## src/shared/ufc_map.vh

```
// Register map, field positions and constants for the UART FIFO control block
`ifndef UFC_MAP_VH
`define UFC_MAP_VH

// ----------------------------------------------------------------
// Register byte offsets
// ----------------------------------------------------------------
`define UFC_ADR_CTRL      4'h0
`define UFC_ADR_TXDATA    4'h1
`define UFC_ADR_RXDATA    4'h2
`define UFC_ADR_LEVELS    4'h3
`define UFC_ADR_IRQ_STAT  4'h4
`define UFC_ADR_IRQ_EN    4'h5
`define UFC_ADR_IRQ_CLR   4'h6
`define UFC_ADR_W         4

// ----------------------------------------------------------------
// fifo_control fields
// ----------------------------------------------------------------
`define UFC_CTL_EN        0
`define UFC_CTL_RXFL      1
`define UFC_CTL_TXFL      2
`define UFC_CTL_DMA       3
`define UFC_CTL_THR_LO    6
`define UFC_CTL_THR_HI    7
`define UFC_CTL_RESET     8'h00

// ----------------------------------------------------------------
// Thresholds and interrupt bits
// ----------------------------------------------------------------
`define UFC_THR_0         5'h01
`define UFC_THR_1         5'h04
`define UFC_THR_2         5'h08
`define UFC_THR_3         5'h0e
`define UFC_IRQ_TRIG      0
`define UFC_IRQ_TOUT      1
`define UFC_IRQ_RXOVR     2
`define UFC_IRQ_W         3

`endif

```

## src/verilog/ufc_mem.v

```verilog
// Character storage for one queue, registered read data
module ufc_mem #(
	parameter DW = 8,
	parameter AW = 4
) (
	// Clock
	input  wire          clk_i,
	// Write port
	input  wire          we_i,
	input  wire [AW-1:0] waddr_i,
	input  wire [DW-1:0] wdata_i,
	// Read port
	input  wire [AW-1:0] raddr_i,
	output reg  [DW-1:0] rdata_o
);

	reg [DW-1:0] mem_r [0:(1<<AW)-1];

	always @(posedge clk_i)
	begin
		if (we_i)
			mem_r[waddr_i] <= wdata_i;
		rdata_o <= mem_r[raddr_i];
	end

endmodule // ufc_mem

```

## src/verilog/ufc_queue.v

```verilog
// One character queue with flush, count and show-ahead registered head
module ufc_queue #(
	parameter DW = 8,
	parameter AW = 4
) (
	// Clock and reset
	input  wire          clk_i,
	input  wire          rst_i,
	// Control
	input  wire          flush_i,
	input  wire          single_i,
	// Push side
	input  wire          push_i,
	input  wire [DW-1:0] push_data_i,
	// Pop side
	input  wire          pop_i,
	output wire [DW-1:0] head_o,
	// Status
	output reg  [AW:0]   count_o,
	output wire          full_o,
	output wire          empty_o
);

	reg  [AW-1:0] wptr_r;
	reg  [AW-1:0] rptr_r;
	wire [AW:0]   cap;
	wire          do_push;
	wire          do_pop;
	wire [AW-1:0] rptr_nxt;

	// Single-byte holding mode caps the queue at one entry
	assign cap      = single_i ? {{AW{1'b0}}, 1'b1} : {1'b1, {AW{1'b0}}};
	assign full_o   = (count_o >= cap);
	assign empty_o  = (count_o == {(AW+1){1'b0}});
	assign do_push  = push_i & ~full_o;
	assign do_pop   = pop_i & ~empty_o;
	assign rptr_nxt = do_pop ? rptr_r + 1'b1 : rptr_r;

	always @(posedge clk_i)
	begin
		if (rst_i || flush_i)
		begin
			wptr_r  <= {AW{1'b0}};
			rptr_r  <= {AW{1'b0}};
			count_o <= {(AW+1){1'b0}};
		end
		else
		begin
			if (do_push)
				wptr_r <= wptr_r + 1'b1;
			rptr_r <= rptr_nxt;
			count_o <= count_o + {{AW{1'b0}}, do_push} - {{AW{1'b0}}, do_pop};
		end
	end

	// Read address looks ahead so head_o is valid the cycle after a pop
	ufc_mem #(.DW(DW), .AW(AW)) u_mem (
		.clk_i   (clk_i),
		.we_i    (do_push),
		.waddr_i (wptr_r),
		.wdata_i (push_data_i),
		.raddr_i (rptr_nxt),
		.rdata_o (head_o)
	);

endmodule // ufc_queue

```

## src/verilog/ufc_top.v

```verilog
// UART channel FIFO control, DMA ready pins and register slave
//
// Added by the designer: the register addresses and register access over Wishbone.
`include "ufc_map.vh"

module ufc_top #(
	parameter DW = 8,
	parameter AW = 4
) (
	// Clock and reset
	input  wire          clk_i,
	input  wire          rst_i,
	// Wishbone slave
	input  wire          cyc_i,
	input  wire          stb_i,
	input  wire          we_i,
	input  wire [3:0]    adr_i,
	input  wire [3:0]    sel_i,
	input  wire [31:0]   dat_i,
	output reg  [31:0]   dat_o,
	output wire          ack_o,
	output wire          err_o,
	// Transmit side toward the shift engine
	input  wire          tx_take_i,
	output wire [DW-1:0] tx_data_o,
	output wire          tx_avail_o,
	// Receive side from the shift engine
	input  wire          rx_put_i,
	input  wire [DW-1:0] rx_data_i,
	input  wire          rx_timeout_i,
	// DMA ready pins
	output reg           tx_space_request_n_o,
	output reg           rx_data_request_n_o,
	// Status toward the rest of the channel
	output wire          fifo_enabled_o,
	output wire          rx_trigger_o,
	output wire          irq_o
);

	// ----------------------------------------------------------------
	// Bus decode
	// ----------------------------------------------------------------
	reg          ack_r;
	reg          mapped_r;
	wire         req;
	wire         wr;
	wire         rd;
	wire         mapped;

	assign req    = cyc_i & stb_i & ~ack_r;
	// Writes land on the edge after the one that shows ack, while the master still holds the request
	assign wr     = cyc_i & stb_i & ack_r & mapped_r & we_i & sel_i[0];
	assign rd     = req & ~we_i;
	assign mapped = (adr_i <= `UFC_ADR_IRQ_CLR);
	assign ack_o  = ack_r & mapped_r;
	assign err_o  = ack_r & ~mapped_r;

	always @(posedge clk_i)
	begin
		if (rst_i)
		begin
			ack_r    <= 1'b0;
			mapped_r <= 1'b0;
		end
		else
		begin
			ack_r    <= req;
			mapped_r <= mapped;
		end
	end

	// ----------------------------------------------------------------
	// fifo_control register
	// ----------------------------------------------------------------
	reg          fifo_en_r;
	reg          dma_mode_r;
	reg  [1:0]   rx_threshold_select_r;
	reg          tx_queue_flush_r;
	reg          rx_queue_flush_r;
	wire         ctl_wr;
	wire         was_en;

	assign ctl_wr = wr && (adr_i == `UFC_ADR_CTRL);
	assign was_en = dat_i[`UFC_CTL_EN];

	always @(posedge clk_i)
	begin
		if (rst_i)
		begin
			fifo_en_r             <= 1'b0;
			dma_mode_r            <= 1'b0;
			rx_threshold_select_r <= 2'h0;
			tx_queue_flush_r      <= 1'b0;
			rx_queue_flush_r      <= 1'b0;
		end
		else
		begin
			// Flush strobes last one cycle and always read back zero
			tx_queue_flush_r <= 1'b0;
			rx_queue_flush_r <= 1'b0;
			if (ctl_wr)
			begin
				fifo_en_r <= was_en;
				if (was_en)
				begin
					dma_mode_r            <= dat_i[`UFC_CTL_DMA];
					rx_threshold_select_r <= dat_i[`UFC_CTL_THR_HI:`UFC_CTL_THR_LO];
					tx_queue_flush_r      <= dat_i[`UFC_CTL_TXFL];
					rx_queue_flush_r      <= dat_i[`UFC_CTL_RXFL];
				end
				// Leaving FIFO mode empties both queues so stale bytes never leak
				else if (fifo_en_r)
				begin
					tx_queue_flush_r <= 1'b1;
					rx_queue_flush_r <= 1'b1;
				end
			end
		end
	end

	assign fifo_enabled_o = fifo_en_r;

	// ----------------------------------------------------------------
	// Queues
	// ----------------------------------------------------------------
	wire [AW:0]  tx_count;
	wire [AW:0]  rx_count;
	wire         tx_full;
	wire         tx_empty;
	wire         rx_full;
	wire         rx_empty;
	wire [DW-1:0] rx_head;
	wire         tx_push;
	wire         rx_pop;

	assign tx_push = wr && (adr_i == `UFC_ADR_TXDATA);
	assign rx_pop  = rd && (adr_i == `UFC_ADR_RXDATA);

	ufc_queue #(.DW(DW), .AW(AW)) u_txq (
		.clk_i       (clk_i),
		.rst_i       (rst_i),
		.flush_i     (tx_queue_flush_r),
		.single_i    (~fifo_en_r),
		.push_i      (tx_push),
		.push_data_i (dat_i[DW-1:0]),
		.pop_i       (tx_take_i),
		.head_o      (tx_data_o),
		.count_o     (tx_count),
		.full_o      (tx_full),
		.empty_o     (tx_empty)
	);

	ufc_queue #(.DW(DW), .AW(AW)) u_rxq (
		.clk_i       (clk_i),
		.rst_i       (rst_i),
		.flush_i     (rx_queue_flush_r),
		.single_i    (~fifo_en_r),
		.push_i      (rx_put_i),
		.push_data_i (rx_data_i),
		.pop_i       (rx_pop),
		.head_o      (rx_head),
		.count_o     (rx_count),
		.full_o      (rx_full),
		.empty_o     (rx_empty)
	);

	assign tx_avail_o = ~tx_empty;

	// ----------------------------------------------------------------
	// Threshold and DMA ready pins
	// ----------------------------------------------------------------
	reg  [AW:0]  rx_thr;
	reg          rx_latched_r;
	reg          trig_prev_r;
	wire         rx_trig;

	always @*
	begin
		case (rx_threshold_select_r)
			2'h0:    rx_thr = `UFC_THR_0;
			2'h1:    rx_thr = `UFC_THR_1;
			2'h2:    rx_thr = `UFC_THR_2;
			default: rx_thr = `UFC_THR_3;
		endcase
	end

	// Level while the receive count is at or above the selected threshold, FIFO mode on
	assign rx_trig      = fifo_en_r && (rx_count >= rx_thr);
	assign rx_trigger_o = rx_trig;

	always @(posedge clk_i)
	begin
		if (rst_i || rx_queue_flush_r)
			rx_latched_r <= 1'b0;
		else if (rx_empty)
			rx_latched_r <= 1'b0;
		else if (rx_trig || rx_timeout_i)
			rx_latched_r <= 1'b1;
	end

	always @(posedge clk_i)
	begin
		if (rst_i)
		begin
			tx_space_request_n_o <= 1'b1;
			rx_data_request_n_o  <= 1'b1;
		end
		else if (fifo_en_r && dma_mode_r)
		begin
			tx_space_request_n_o <= tx_full;
			rx_data_request_n_o  <= ~(rx_latched_r & ~rx_empty);
		end
		else
		begin
			tx_space_request_n_o <= ~tx_empty;
			rx_data_request_n_o  <= rx_empty;
		end
	end

	// ----------------------------------------------------------------
	// Interrupt status, enable and clear
	// ----------------------------------------------------------------
	reg  [`UFC_IRQ_W-1:0] irq_stat_r;
	reg  [`UFC_IRQ_W-1:0] irq_en_r;
	wire [`UFC_IRQ_W-1:0] irq_set;
	wire [`UFC_IRQ_W-1:0] irq_clr;

	always @(posedge clk_i)
	begin
		if (rst_i)
			trig_prev_r <= 1'b0;
		else
			trig_prev_r <= rx_trig;
	end

	assign irq_set[`UFC_IRQ_TRIG]  = rx_trig & ~trig_prev_r;
	assign irq_set[`UFC_IRQ_TOUT]  = rx_timeout_i & fifo_en_r;
	assign irq_set[`UFC_IRQ_RXOVR] = rx_put_i & rx_full;
	assign irq_clr = (wr && (adr_i == `UFC_ADR_IRQ_CLR)) ? dat_i[`UFC_IRQ_W-1:0] : {`UFC_IRQ_W{1'b0}};

	always @(posedge clk_i)
	begin
		if (rst_i)
		begin
			irq_stat_r <= {`UFC_IRQ_W{1'b0}};
			irq_en_r   <= {`UFC_IRQ_W{1'b0}};
		end
		else
		begin
			// Set beats clear in the same cycle
			irq_stat_r <= (irq_stat_r & ~irq_clr) | irq_set;
			if (wr && (adr_i == `UFC_ADR_IRQ_EN))
				irq_en_r <= dat_i[`UFC_IRQ_W-1:0];
		end
	end

	assign irq_o = |(irq_stat_r & irq_en_r);

	// ----------------------------------------------------------------
	// Read data
	// ----------------------------------------------------------------
	always @(posedge clk_i)
	begin
		if (rst_i)
			dat_o <= 32'h00000000;
		else if (rd)
		begin
			dat_o <= 32'h00000000;
			case (adr_i)
				// Flush bits and bits five, four always read zero
				`UFC_ADR_CTRL:     dat_o[7:0] <= {rx_threshold_select_r, 2'h0, dma_mode_r, 2'h0, fifo_en_r};
				`UFC_ADR_RXDATA:   dat_o[DW-1:0] <= rx_head;
				`UFC_ADR_LEVELS:   dat_o[15:0] <= {{(8-AW-1){1'b0}}, rx_count, {(8-AW-1){1'b0}}, tx_count};
				`UFC_ADR_IRQ_STAT: dat_o[`UFC_IRQ_W-1:0] <= irq_stat_r;
				`UFC_ADR_IRQ_EN:   dat_o[`UFC_IRQ_W-1:0] <= irq_en_r;
				default:           dat_o <= 32'h00000000;
			endcase
		end
	end

endmodule // ufc_top
```

## config.mk

```make
export PLATFORM = sky130hd
export DESIGN_NAME = ufc_top
export DESIGN_NICKNAME = d
export VERILOG_FILES = /design/src/verilog/ufc_mem.v /design/src/verilog/ufc_queue.v /design/src/verilog/ufc_top.v
export VERILOG_INCLUDE_DIRS = /design/src /design/src/shared
export SDC_FILE = /design/constraint.sdc
export NUM_CORES = 1
export LEC_CHECK = 0
export BUFFER_PORTS_ARGS = -buffer_cell sky130_fd_sc_hd__buf_2
export CAP_MARGIN = 20
export CORE_MARGIN = 3
export CORE_UTILIZATION = 50
export CTS_BUF_LIST = sky130_fd_sc_hd__clkbuf_2 sky130_fd_sc_hd__clkbuf_4 sky130_fd_sc_hd__clkbuf_8
export CTS_CLUSTER_DIAMETER = 200
export DETAILED_ROUTE_END_ITERATION = 10
export GPL_TIMING_DRIVEN = 0
export PLACE_DENSITY = 0.77
export SYNTH_ARGS = -nofsm -noshare
export SYNTH_HDL_FRONTEND = slang
export SYNTH_HIERARCHICAL = 1
export SYNTH_SLANG_ARGS = --single-unit
export TNS_END_PERCENT = 50
```

## constraint.sdc

```tcl
create_clock -name clk_i -period 9.3 [get_ports clk_i]
set_clock_uncertainty 0.05 [all_clocks]
set_input_delay 1.86 -clock clk_i [delete_from_list [all_inputs] [get_ports clk_i]]
set_output_delay 1.86 -clock clk_i [all_outputs]
set_load 0.05 [all_outputs]
```

==> results of run 1 <==
[routing by layer]
metal	wire [µm]	share of wire (%)
met1	11500	41
met5	0	0
met4	661	2.4
met2	14300	51
met3	1490	5.3
[worst max path at each step]
stage,from,end,slack [ns]
finish,adr_i[2],u_rxq/u_mem/rdata_o[7]$_DFF_P_,4.79
CTS,adr_i[2],u_rxq/u_mem/rdata_o[7]$_DFF_P_,4.81
floorplan,adr_i[1],u_txq/u_mem/mem_r[0][0]$_DFFE_PP_,4.80
detailed placement,adr_i[2],u_rxq/u_mem/rdata_o[7]$_DFF_P_,4.20
global route,adr_i[2],u_rxq/u_mem/rdata_o[4]$_DFF_P_,4.66
global placement,adr_i[1],u_txq/u_mem/mem_r[0][0]$_DFFE_PP_,4.17
[state kept, by name, summed over array words and instances, names as in the netlist, 2 cells and up]
name / flops
u_rxq/u_mem/mem_r: 128
u_txq/u_mem/mem_r: 128
dat_o: 13
u_rxq/u_mem/rdata_o: 8
u_txq/u_mem/rdata_o: 8
u_rxq/count_o: 5
u_txq/count_o: 5
u_rxq/rptr_r: 4
u_rxq/wptr_r: 4
u_txq/rptr_r: 4
u_txq/wptr_r: 4
irq_en_r: 3
irq_stat_r: 3
rx_threshold_select_r: 2
[through the flow]
step                setup WS, ns  utilization, %  area (µm²)  cells
finish                      4.79            58.5       15500   1340
global route                4.66            58.5       15500   1340
CTS                         4.81            58.5       15500   1340
detailed placement          4.20            54.6       14400   1242
global placement            4.17            54.4       14400   1234
floorplan                   4.80               -       13700    843
[synth_stat cells, types with 4 or more instances]
| cell type | instances | area, µm² |
|---|---|---|
| a211o_1 | 4 | 35.0 |
| a21oi_1 | 17 | 85.1 |
| a22o_1 | 7 | 61.3 |
| a22oi_1 | 33 | 248 |
| a31o_2 | 4 | 35.0 |
| a31oi_1 | 5 | 31.3 |
| and2_1 | 13 | 81.3 |
| and3_1 | 6 | 37.5 |
| buf_2 | 9 | 45.0 |
| buf_4 | 21 | 158 |
| buf_6 | 6 | 67.6 |
| clkbuf_1 | 6 | 22.5 |
| clkdlybuf4s25_2 | 6 | 60.1 |
| dfxtp_1 | 73 | 1460 |
| edfxtp_1 | 256 | 7690 |
| ha_1 | 28 | 350 |
| inv_1 | 32 | 120 |
| inv_2 | 4 | 15.0 |
| mux2_2 | 4 | 45.0 |
| mux2i_1 | 10 | 100 |
| mux4_1 | 28 | 736 |
| mux4_2 | 36 | 811 |
| nand2_1 | 40 | 150 |
| nand2b_1 | 8 | 50.1 |
| nand3_1 | 13 | 65.1 |
| nand3b_1 | 6 | 45.0 |
| nor2_1 | 56 | 210 |
| nor2b_1 | 5 | 31.3 |
| nor3_1 | 15 | 75.1 |
| o21ai_0 | 13 | 65.1 |
| o21bai_1 | 4 | 30.0 |
| xnor2_1 | 12 | 105 |
[cells by family after synthesis]
kind of cell,Yosys count,synth area share [%]
flip-flops,329,67.2
AND/OR/NAND/NOR,188,7.48
AO/OA/AOI/OAI,100,5.45
buffers and inverters,85,3.61
multiplexers,78,12.4
adder cells (fa/ha/maj),30,2.87
XOR/XNOR,14,0.901
other,1,0.0276
[layout make-up]
class | count | share of cell area, %
timing repair buffer | 64 | 2.20
clock buffer | 66 | 5.47
tap | 335 | 2.71
buffer | 49 | 2.31
multi-input combinational | 429 | 26.1
sequential | 329 | 59.1
clock inverter | 32 | 1.21
inverter | 36 | 0.874
[worst reg2reg max path: cells and delay by family (launching register included)]
family                   cells  cell delay (ns)
adder cells (fa/ha/maj)      1             0.42
AND/OR/NAND/NOR              4             1.55
AO/OA/AOI/OAI                1             0.50
buffers and inverters        3             0.67
flip-flops                   1             0.51
[power by group through the flow]
| stage | registers (µW) | clock network (µW) | logic (µW) |
|---|---|---|---|
| 4_1_cts | 1730 | 1210 | 939 |
| 3_5_place_dp | 1760 | 0 | 934 |
| 2_1_floorplan | 1820 | 0 | 631 |
| 3_3_place_gp | 1750 | 0 | 908 |
| 6_report | 1730 | 1180 | 933 |
| 5_1_grt | 1730 | 1280 | 1010 |
==> reports/metrics.cfg, run 1 <==
[outcome]
run_status=completed

[hold_path]
min_from=trig_prev_r$_SDFF_PP0_
holdPathEnd=irq_stat_r[0]$_SDFF_PP0_
hold_path_class=reg -> reg
whs_path_depth=1

[timing]
rsz0062_at_grt=no
setup-violations-final=0
hold-worst-slack_ns=0.379
fin_crit_sh_pct=48.5
slew_headroom_pct=39.3
drv_slew=0
hold_viol=0
fmax_mhz=222
tightest_slew_ns=0.904
period_needed_ns=4.51
setup_tns_ns=0

[critical_path]
critPathBufInv=4
crit_top_cell=nand2_1
r2r_slack_ns=5.30
crit_family=simple AND/OR/NAND/NOR gates
crit_type=in -> reg
crit_arrival_ns=4.89
cp_slowest_cell=or3b_2
crit_path_cell_trace=buf_2, clkbuf_1, or3b_2, nor3_2, nand2_1, xnor2_1, buf_6, buf_4, mux4_2, a22oi_1, nand2_1
startpoint_type=primary input
r2r-end=u_rxq/u_mem/mem_r[0][0]$_DFFE_PP_
regToRegStartpoint=fifo_enabled_o$_SDFFE_PP0N_
setup.worst_path.end_class=flip-flop
cp.required_ns=9.67
rr_worst_depth=9
path_depth=11
critPathMaxFanout=10
max_stage_delay_ns=0.57

[route]
ant_nets=0
avgRoutedWirePerCell_um=20.8
post-route-drc-count=0
viasPerCell=5.66
routed_wl_um=27900
initialDrtViolationCount=646
vias=7591
drt_pass1_iterations=5

[floorplanning]
io_pins=104
dieArea_um2=29200
die_w_um=171
core_um2=26400
die_h_um=171
rows=59
initial_core_util_pct=51.5

[run]
cap_violations=0

[grt]
grtUsageMet3_pct=3.26
grt_util_met1_pct=25.3
busiest_layer=met2
grt_max_degree=24
global_route.usage.met2_pct=33.4
overflow=0
grt_pass1_wl_um=43400
grt_usage_pct=19.3
grt_pass1_vias=7770
antenna_found_initial=0

[clocking]
root_buffer=clkbuf_8
postCtsSetupBuffers=0
ctsResizeCount=0
cts_hold_buf=0
clkSinkCount=329
htreeDepth=2
cts.clk_slew.worst_paths_ns=0.06
cts_tree=built
cts_buffer_depth=3
insertion_delay_ns=0.57
cts_buffers=52

[logic_synthesis]
syn_area_um2=13600
synth-seq-cells=329
synth-edff-count=256
ys_types=61
ys_async_sr_fraction_pct=0
ys.warnings.count=6
synth_ff_type=edfxtp_1
ys_seq_area_share_pct=67.2
syn_avg_cell_area_um2=16.5
syn_inst=825

[final_layout]
area_growth_pct=13.7
multi_input_area_um2=4040
num_antenna_cells=0
regArea_um2=9150
nNetsFinal=1047
final_cell_mix=edfxtp_1, dfxtp_1, buf_2
fillers=1959
layout_commonest_cell=edfxtp_1
drive_gt1_share_pct=25.9

[power_and_ir_drop]
vdd_ir_drop_max_mv=0.136
pwr-share-comb_pct=24.3
clkPwrFrac_pct=30.7
post-layout-total-power_uw=3840
p_leak_uw=0.00548
p_per_area_nw_per_um2=248
p_int_uw=2700
p_sw_share_pct=29.5
seq_power_share_pct=45.0
switchingPower_uw=1130

[placed_design]
dp_hpwl_um=18800
numPortBuffers=56
gp_congestion=0.836

No activity file was read; power rests on OpenSTA's default activity.
==> run 2: changes to the inputs <==
- PLACE_DENSITY: 0.77 -> 0.8
- clock period: 9.3 -> 3.9 ns (I/O delays scaled with it)
==> reports/metrics.cfg, run 2 (synthesis gave the netlist of run 1 again) <==
[hold_path]
hold_path_class=reg -> reg

[critical_path]
r2r_slack_ns=0.25  ; -5.05 ns
max_stage_delay_ns=0.63  ; +0.06 ns
critPathBufInv=2  ; -2
rr_worst_depth=8  ; -1
crit_arrival_ns=3.81  ; -1.08 ns
critPathMaxFanout=9  ; -1
cp_slowest_cell=nor2_1
path_depth=8  ; -3
crit_path_cell_trace=inv_1, ha_1, and4bb_4, a2111oi_4, nand2_1, inv_2, or3b_2, nor2_1
cp.required_ns=4.06  ; -5.61 ns
crit_family=simple AND/OR/NAND/NOR gates
crit_start=fifo_enabled_o$_SDFFE_PP0N_
endpoint=u_rxq/u_mem/mem_r[1][0]$_DFFE_PP_
crit_type=reg -> reg
setup.worst_path.end_class=flip-flop
regToRegStartpoint=fifo_enabled_o$_SDFFE_PP0N_
startpoint_type=flip-flop
r2r-end=u_rxq/u_mem/mem_r[1][0]$_DFFE_PP_

[placed_design]
gp_congestion=0.856  ; +2.4%
dp.cells=1242  ; unchanged
numPortBuffers=56  ; unchanged
placed_cell_area_um2=14400  ; unchanged
pre_cts_slack_ns=-0.0583  ; -4.26 ns
dp_hpwl_um=18400  ; -1.8%

[timing]
setup_tns_ns=0  ; unchanged
rsz0062_at_grt=no
drv_slew=0  ; unchanged
period_needed_ns=3.65
fmax_mhz=274
slew_headroom_pct=44.4  ; +5.2 points
setup-violations-final=0  ; unchanged
setup_ws_ns=0.253  ; -4.53 ns
hold_viol=0  ; unchanged
tightest_slew_ns=0.830  ; -0.0736 ns
fin_crit_sh_pct=93.5

[clocking]
cts.clk_slew.worst_paths_ns=0.06  ; about the same
clkSinkCount=329  ; unchanged
insertion_delay_ns=0.58  ; about the same
cts_buffer_depth=3  ; unchanged
cts_tree=built
htreeDepth=2  ; unchanged
root_buffer=clkbuf_8
cts_hold_buf=0  ; unchanged
cts_buffers=50  ; -3.8%

[route]
avgRoutedWirePerCell_um=20.8  ; -0.22%
routed_wl_um=27700  ; -0.82%
ant_nets=0  ; unchanged
drt_pass1_iterations=6  ; +1
viasPerCell=5.74  ; +1.3%
post-route-drc-count=0  ; unchanged
vias=7644  ; +0.70%
initialDrtViolationCount=665  ; +2.9%

[floorplanning]
die_w_um=171  ; unchanged
initial_core_util_pct=51.5  ; unchanged
dieArea_um2=29200  ; unchanged
core_um2=26400  ; unchanged
rows=59  ; unchanged
io_pins=104  ; unchanged
die_h_um=171  ; unchanged

[power_and_ir_drop]
p_leak_uw=0.00545  ; -0.62%
post-layout-total-power_uw=9030  ; +140%
p_per_area_nw_per_um2=586  ; +140%
vdd_ir_drop_max_mv=0.344  ; +150%

[final_layout]
area_growth_pct=13.2
final_cell_mix=edfxtp_1, dfxtp_1, buf_2
num_antenna_cells=0  ; unchanged
nNetsFinal=1045  ; -0.19%
fin_area_um2=15400  ; -0.40%
drive_gt1_share_pct=26.1  ; +0.21 points
reg.largest.list=u_rxq/u_mem/mem_r: 128 flops, u_txq/u_mem/mem_r: 128 flops, dat_o: 13 flops
final_cells=1332  ; -0.60%
layout_commonest_cell=edfxtp_1

[outcome]
run_status=completed

[grt]
grt_usage_pct=19.2  ; -0.14 points
grt_max_degree=24  ; unchanged
grt_pass1_wl_um=42800  ; -1.3%
grt_pass1_vias=7822  ; +0.67%
antenna_found_initial=0  ; unchanged
overflow=0  ; unchanged

[run]
cap_violations=0  ; unchanged

## run 2: cell count changes in the layout (fill, tap and decap cells not counted), moves of 2 or more
cell / previous run / this run
clkbuf_4: 10 / 22
nor3_1: 15 / 13
nor3_2: 2 / 4
clkinv_2: 17 / 6
nor2_2: 0 / 3
nor2_1: 56 / 53
clkbuf_8: 56 / 50
clkinv_1: 11 / 9
## run 2: layout make-up
class	count	area (µm²)
Fill cell	1954	11000
Sequential cell	329	9150
Multi-Input combinational cell	429	4050
Clock buffer	72	853
Tap cell	335	419
Buffer	49	357
Timing Repair Buffer	64	340
Inverter	36	135
Clock inverter	18	98.8
## run 2: layer usage
| layer | wire [µm] | part of all wire (%) | GRT usage, % | vias to the layer above |
|---|---|---|---|---|
| li1 | - | - | - | 3465 |
| met1 | 10800 | 39 | 24.6 | 3791 |
| met2 | 14100 | 51 | 32.6 | 330 |
| met3 | 2000 | 7.2 | 3.81 | 58 |
| met4 | 781 | 2.8 | 7.10 | 0 |
| met5 | 0 | 0 | 0 | - |
## run 2: worst register-to-register path, stage by stage, from the launching register on
cell,delay [ns]
dfxtp_2,0.43
inv_1,0.22
ha_1,0.43
and4bb_4,0.24
a2111oi_4,0.46
nand2_1,0.15
inv_2,0.14
or3b_2,0.51
nor2_1,0.63
## run 2: worst min-delay path by stage
stage	cells past startpoint	to	startpoint
floorplan	1	irq_stat_r[0]$_SDFF_PP0_	trig_prev_r$_SDFF_PP0_
global placement	1	irq_stat_r[0]$_SDFF_PP0_	trig_prev_r$_SDFF_PP0_
detailed placement	1	irq_stat_r[0]$_SDFF_PP0_	trig_prev_r$_SDFF_PP0_
CTS	2	mapped_r$_SDFF_PP0_	adr_i[3]
global route	3	irq_stat_r[1]$_SDFF_PP0_	rx_timeout_i
finish	1	irq_stat_r[0]$_SDFF_PP0_	trig_prev_r$_SDFF_PP0_
## run 2: where the power goes
part           total [µW]  switching, µW  internal (µW)  leakage (µW)
combinational        2240           1280            963       0.00204
clock                2670           1260           1410      0.000511
sequential           4110            130           3990       0.00290
## run 2: through the flow
step           hold slack, ns  utilization [%]
3_5_place_dp            0.361             54.6
3_3_place_gp            0.358             54.4
6_report                0.382             58.3
5_1_grt                 0.400             58.3
2_1_floorplan           0.353                -
4_1_cts                 0.375             58.2
## run 2: what timing repair did
action / CTS / global route
setup endpoints to repair: 0 / 60
gates resized for setup: 0 / 6
setup buffers: 0 / 0
==> run 3: changes to the inputs <==
- CORE_UTILIZATION: 50 -> 55
- PLACE_DENSITY: 0.8 -> 0.86
==> reports/metrics.cfg, run 3 (synthesis gave the netlist of run 1 again) <==
[route]
post-route-drc-count=0  ; unchanged
ant_nets=0  ; unchanged
avgRoutedWirePerCell_um=22.0  ; +6.0%
routed_wl_um=29100  ; +5.0%
vias=7893  ; +3.3%
viasPerCell=5.98  ; +4.2%
initialDrtViolationCount=960  ; +44%
drt_pass1_iterations=5  ; -1

[clocking]
ctsResizeCount=1  ; +1
clkSinkCount=329  ; unchanged
cts_buffers=50  ; unchanged
cts.clk_slew.worst_paths_ns=0.06  ; about the same
cts_buffer_depth=3  ; unchanged
cts_tree=built
root_buffer=clkbuf_8
insertion_delay_ns=0.59  ; about the same
htreeDepth=2  ; unchanged
cts_hold_buf=0  ; unchanged
postCtsSetupBuffers=0  ; unchanged

[critical_path]
crit_type=reg -> reg
setup.worst_path.end_class=flip-flop
r2r_slack_ns=0.25  ; about the same
startpoint_type=flip-flop
crit_arrival_ns=3.88  ; +0.07 ns
critPathMaxFanout=9  ; unchanged
regToRegStartpoint=fifo_enabled_o$_SDFFE_PP0N_
r2r-end=u_txq/u_mem/mem_r[0][6]$_DFFE_PP_
rr_worst_depth=9  ; +1
cp.required_ns=4.13  ; +0.07 ns

[timing]
fmax_mhz=274  ; about the same
setup-violations-final=0  ; unchanged
period_needed_ns=3.65  ; -0.000749 ns
hold_viol=0  ; unchanged
tightest_slew_ns=0.963  ; +0.133 ns
drv_slew=0  ; unchanged
slew_headroom_pct=35.5  ; -8.9 points
rsz0062_at_grt=no
setup_tns_ns=0  ; unchanged
fin_crit_sh_pct=93.5  ; about the same

[placed_design]
gp_congestion=0.910  ; +6.4%
dp_hpwl_um=19600  ; +6.3%
numPortBuffers=56  ; unchanged
placed_cell_area_um2=14400  ; -0.19%

[floorplanning]
rows=56  ; -5.1%
die_h_um=163  ; -4.5%
core_um2=23900  ; -9.6%
io_pins=104  ; unchanged
initial_core_util_pct=57.0  ; +5.5 points
dieArea_um2=26700  ; -8.8%
die_w_um=163  ; -4.5%

[grt]
overflow=0  ; unchanged
grt_max_degree=24  ; unchanged
antenna_found_initial=2  ; +2
grt_pass1_vias=7875  ; +0.68%
grt_pass1_wl_um=44800  ; +4.5%
grt_usage_pct=22.3  ; +3.1 points

[power_and_ir_drop]
vdd_ir_drop_max_mv=0.431  ; +26%
p_per_area_nw_per_um2=602  ; +2.7%
p_leak_uw=0.00551  ; +1.2%

[run]
cap_violations=0  ; unchanged

[final_layout]
layout_commonest_cell=edfxtp_1
final_cell_mix=edfxtp_1, dfxtp_1, buf_2
reg.largest.list=u_rxq/u_mem/mem_r: 128 flops, u_txq/u_mem/mem_r: 128 flops, dat_o: 13 flops
nNetsFinal=1045  ; unchanged
num_antenna_cells=0  ; unchanged
fin_area_um2=15500  ; +0.66%
drive_gt1_share_pct=26.6  ; +0.50 points
area_growth_pct=14.0

[hold_path]
holdPathEnd=irq_stat_r[0]$_SDFF_PP0_
min_from=trig_prev_r$_SDFF_PP0_
whs_path_depth=1  ; unchanged
hold_path_class=reg -> reg

[outcome]
run_status=completed

-- run 3: per-stage QoR --
step / cells / total power (µW) / hold slack [ns] / worst slack [ns] / utilization [%]
6_report: 1320 / 9330 / 0.395 / 0.254 / 64.9
5_1_grt: 1320 / 9730 / 0.395 / 0.0835 / 64.9
4_1_cts: 1320 / 9360 / 0.370 / 0.0409 / 64.9
3_5_place_dp: 1226 / 6410 / 0.383 / -0.0810 / 60.3
3_3_place_gp: 1218 / 6330 / 0.355 / -0.178 / 60.1
2_1_floorplan: 843 / 5840 / 0.353 / 0.130 / -
-- run 3: worst max-delay path by stage --
stage                                            from                                end  slack [ns]
final                     fifo_enabled_o$_SDFFE_PP0N_  u_txq/u_mem/mem_r[0][6]$_DFFE_PP_        0.25
after global routing      fifo_enabled_o$_SDFFE_PP0N_        u_txq/count_o[4]$_SDFF_PP0_        0.08
after CTS                 fifo_enabled_o$_SDFFE_PP0N_  u_txq/u_mem/mem_r[3][2]$_DFFE_PP_        0.04
after detailed placement  fifo_enabled_o$_SDFFE_PP0N_  u_txq/u_mem/mem_r[0][6]$_DFFE_PP_       -0.08
after global placement    fifo_enabled_o$_SDFFE_PP0N_  u_rxq/u_mem/mem_r[0][2]$_DFFE_PP_       -0.18
after floorplan           fifo_enabled_o$_SDFFE_PP0N_  u_txq/u_mem/mem_r[0][0]$_DFFE_PP_        0.13
-- run 3: layout make-up --
cell class	count	area, µm²
clock buffers	75	945
fillers	1537	8390
well taps	319	399
flip-flops and latches	329	9150
multi-input cells	429	4040
repair buffers	64	333
clock inverters	19	146
inverters	36	135
plain buffers	49	357
-- run 3: where the power goes --
group	switching (µW)	leakage (µW)	internal (µW)
Clock	1330	0.000577	1640
Sequential	133	0.00290	3980
Combinational	1290	0.00203	957
-- run 3: worst max-delay path, stage by stage, from the launching register on --
cell and delay (ns):
dfxtp_2 0.44, inv_1 0.22, ha_1 0.41, and4bb_4 0.23, a2111oi_4 0.47, nand2_1 0.16, inv_2 0.13, or3b_2 0.52
nor3_2 0.48, buf_4 0.25
-- run 3: per-layer routing --
metal  routed length [µm]  up-vias  global-route usage (%)
met5                   28        -                       0
met4                  832        4                    7.54
met3                 2940       71                    5.22
met2                14000      422                    35.3
met1                11300     3928                    30.9
li1                     -     3468                       -
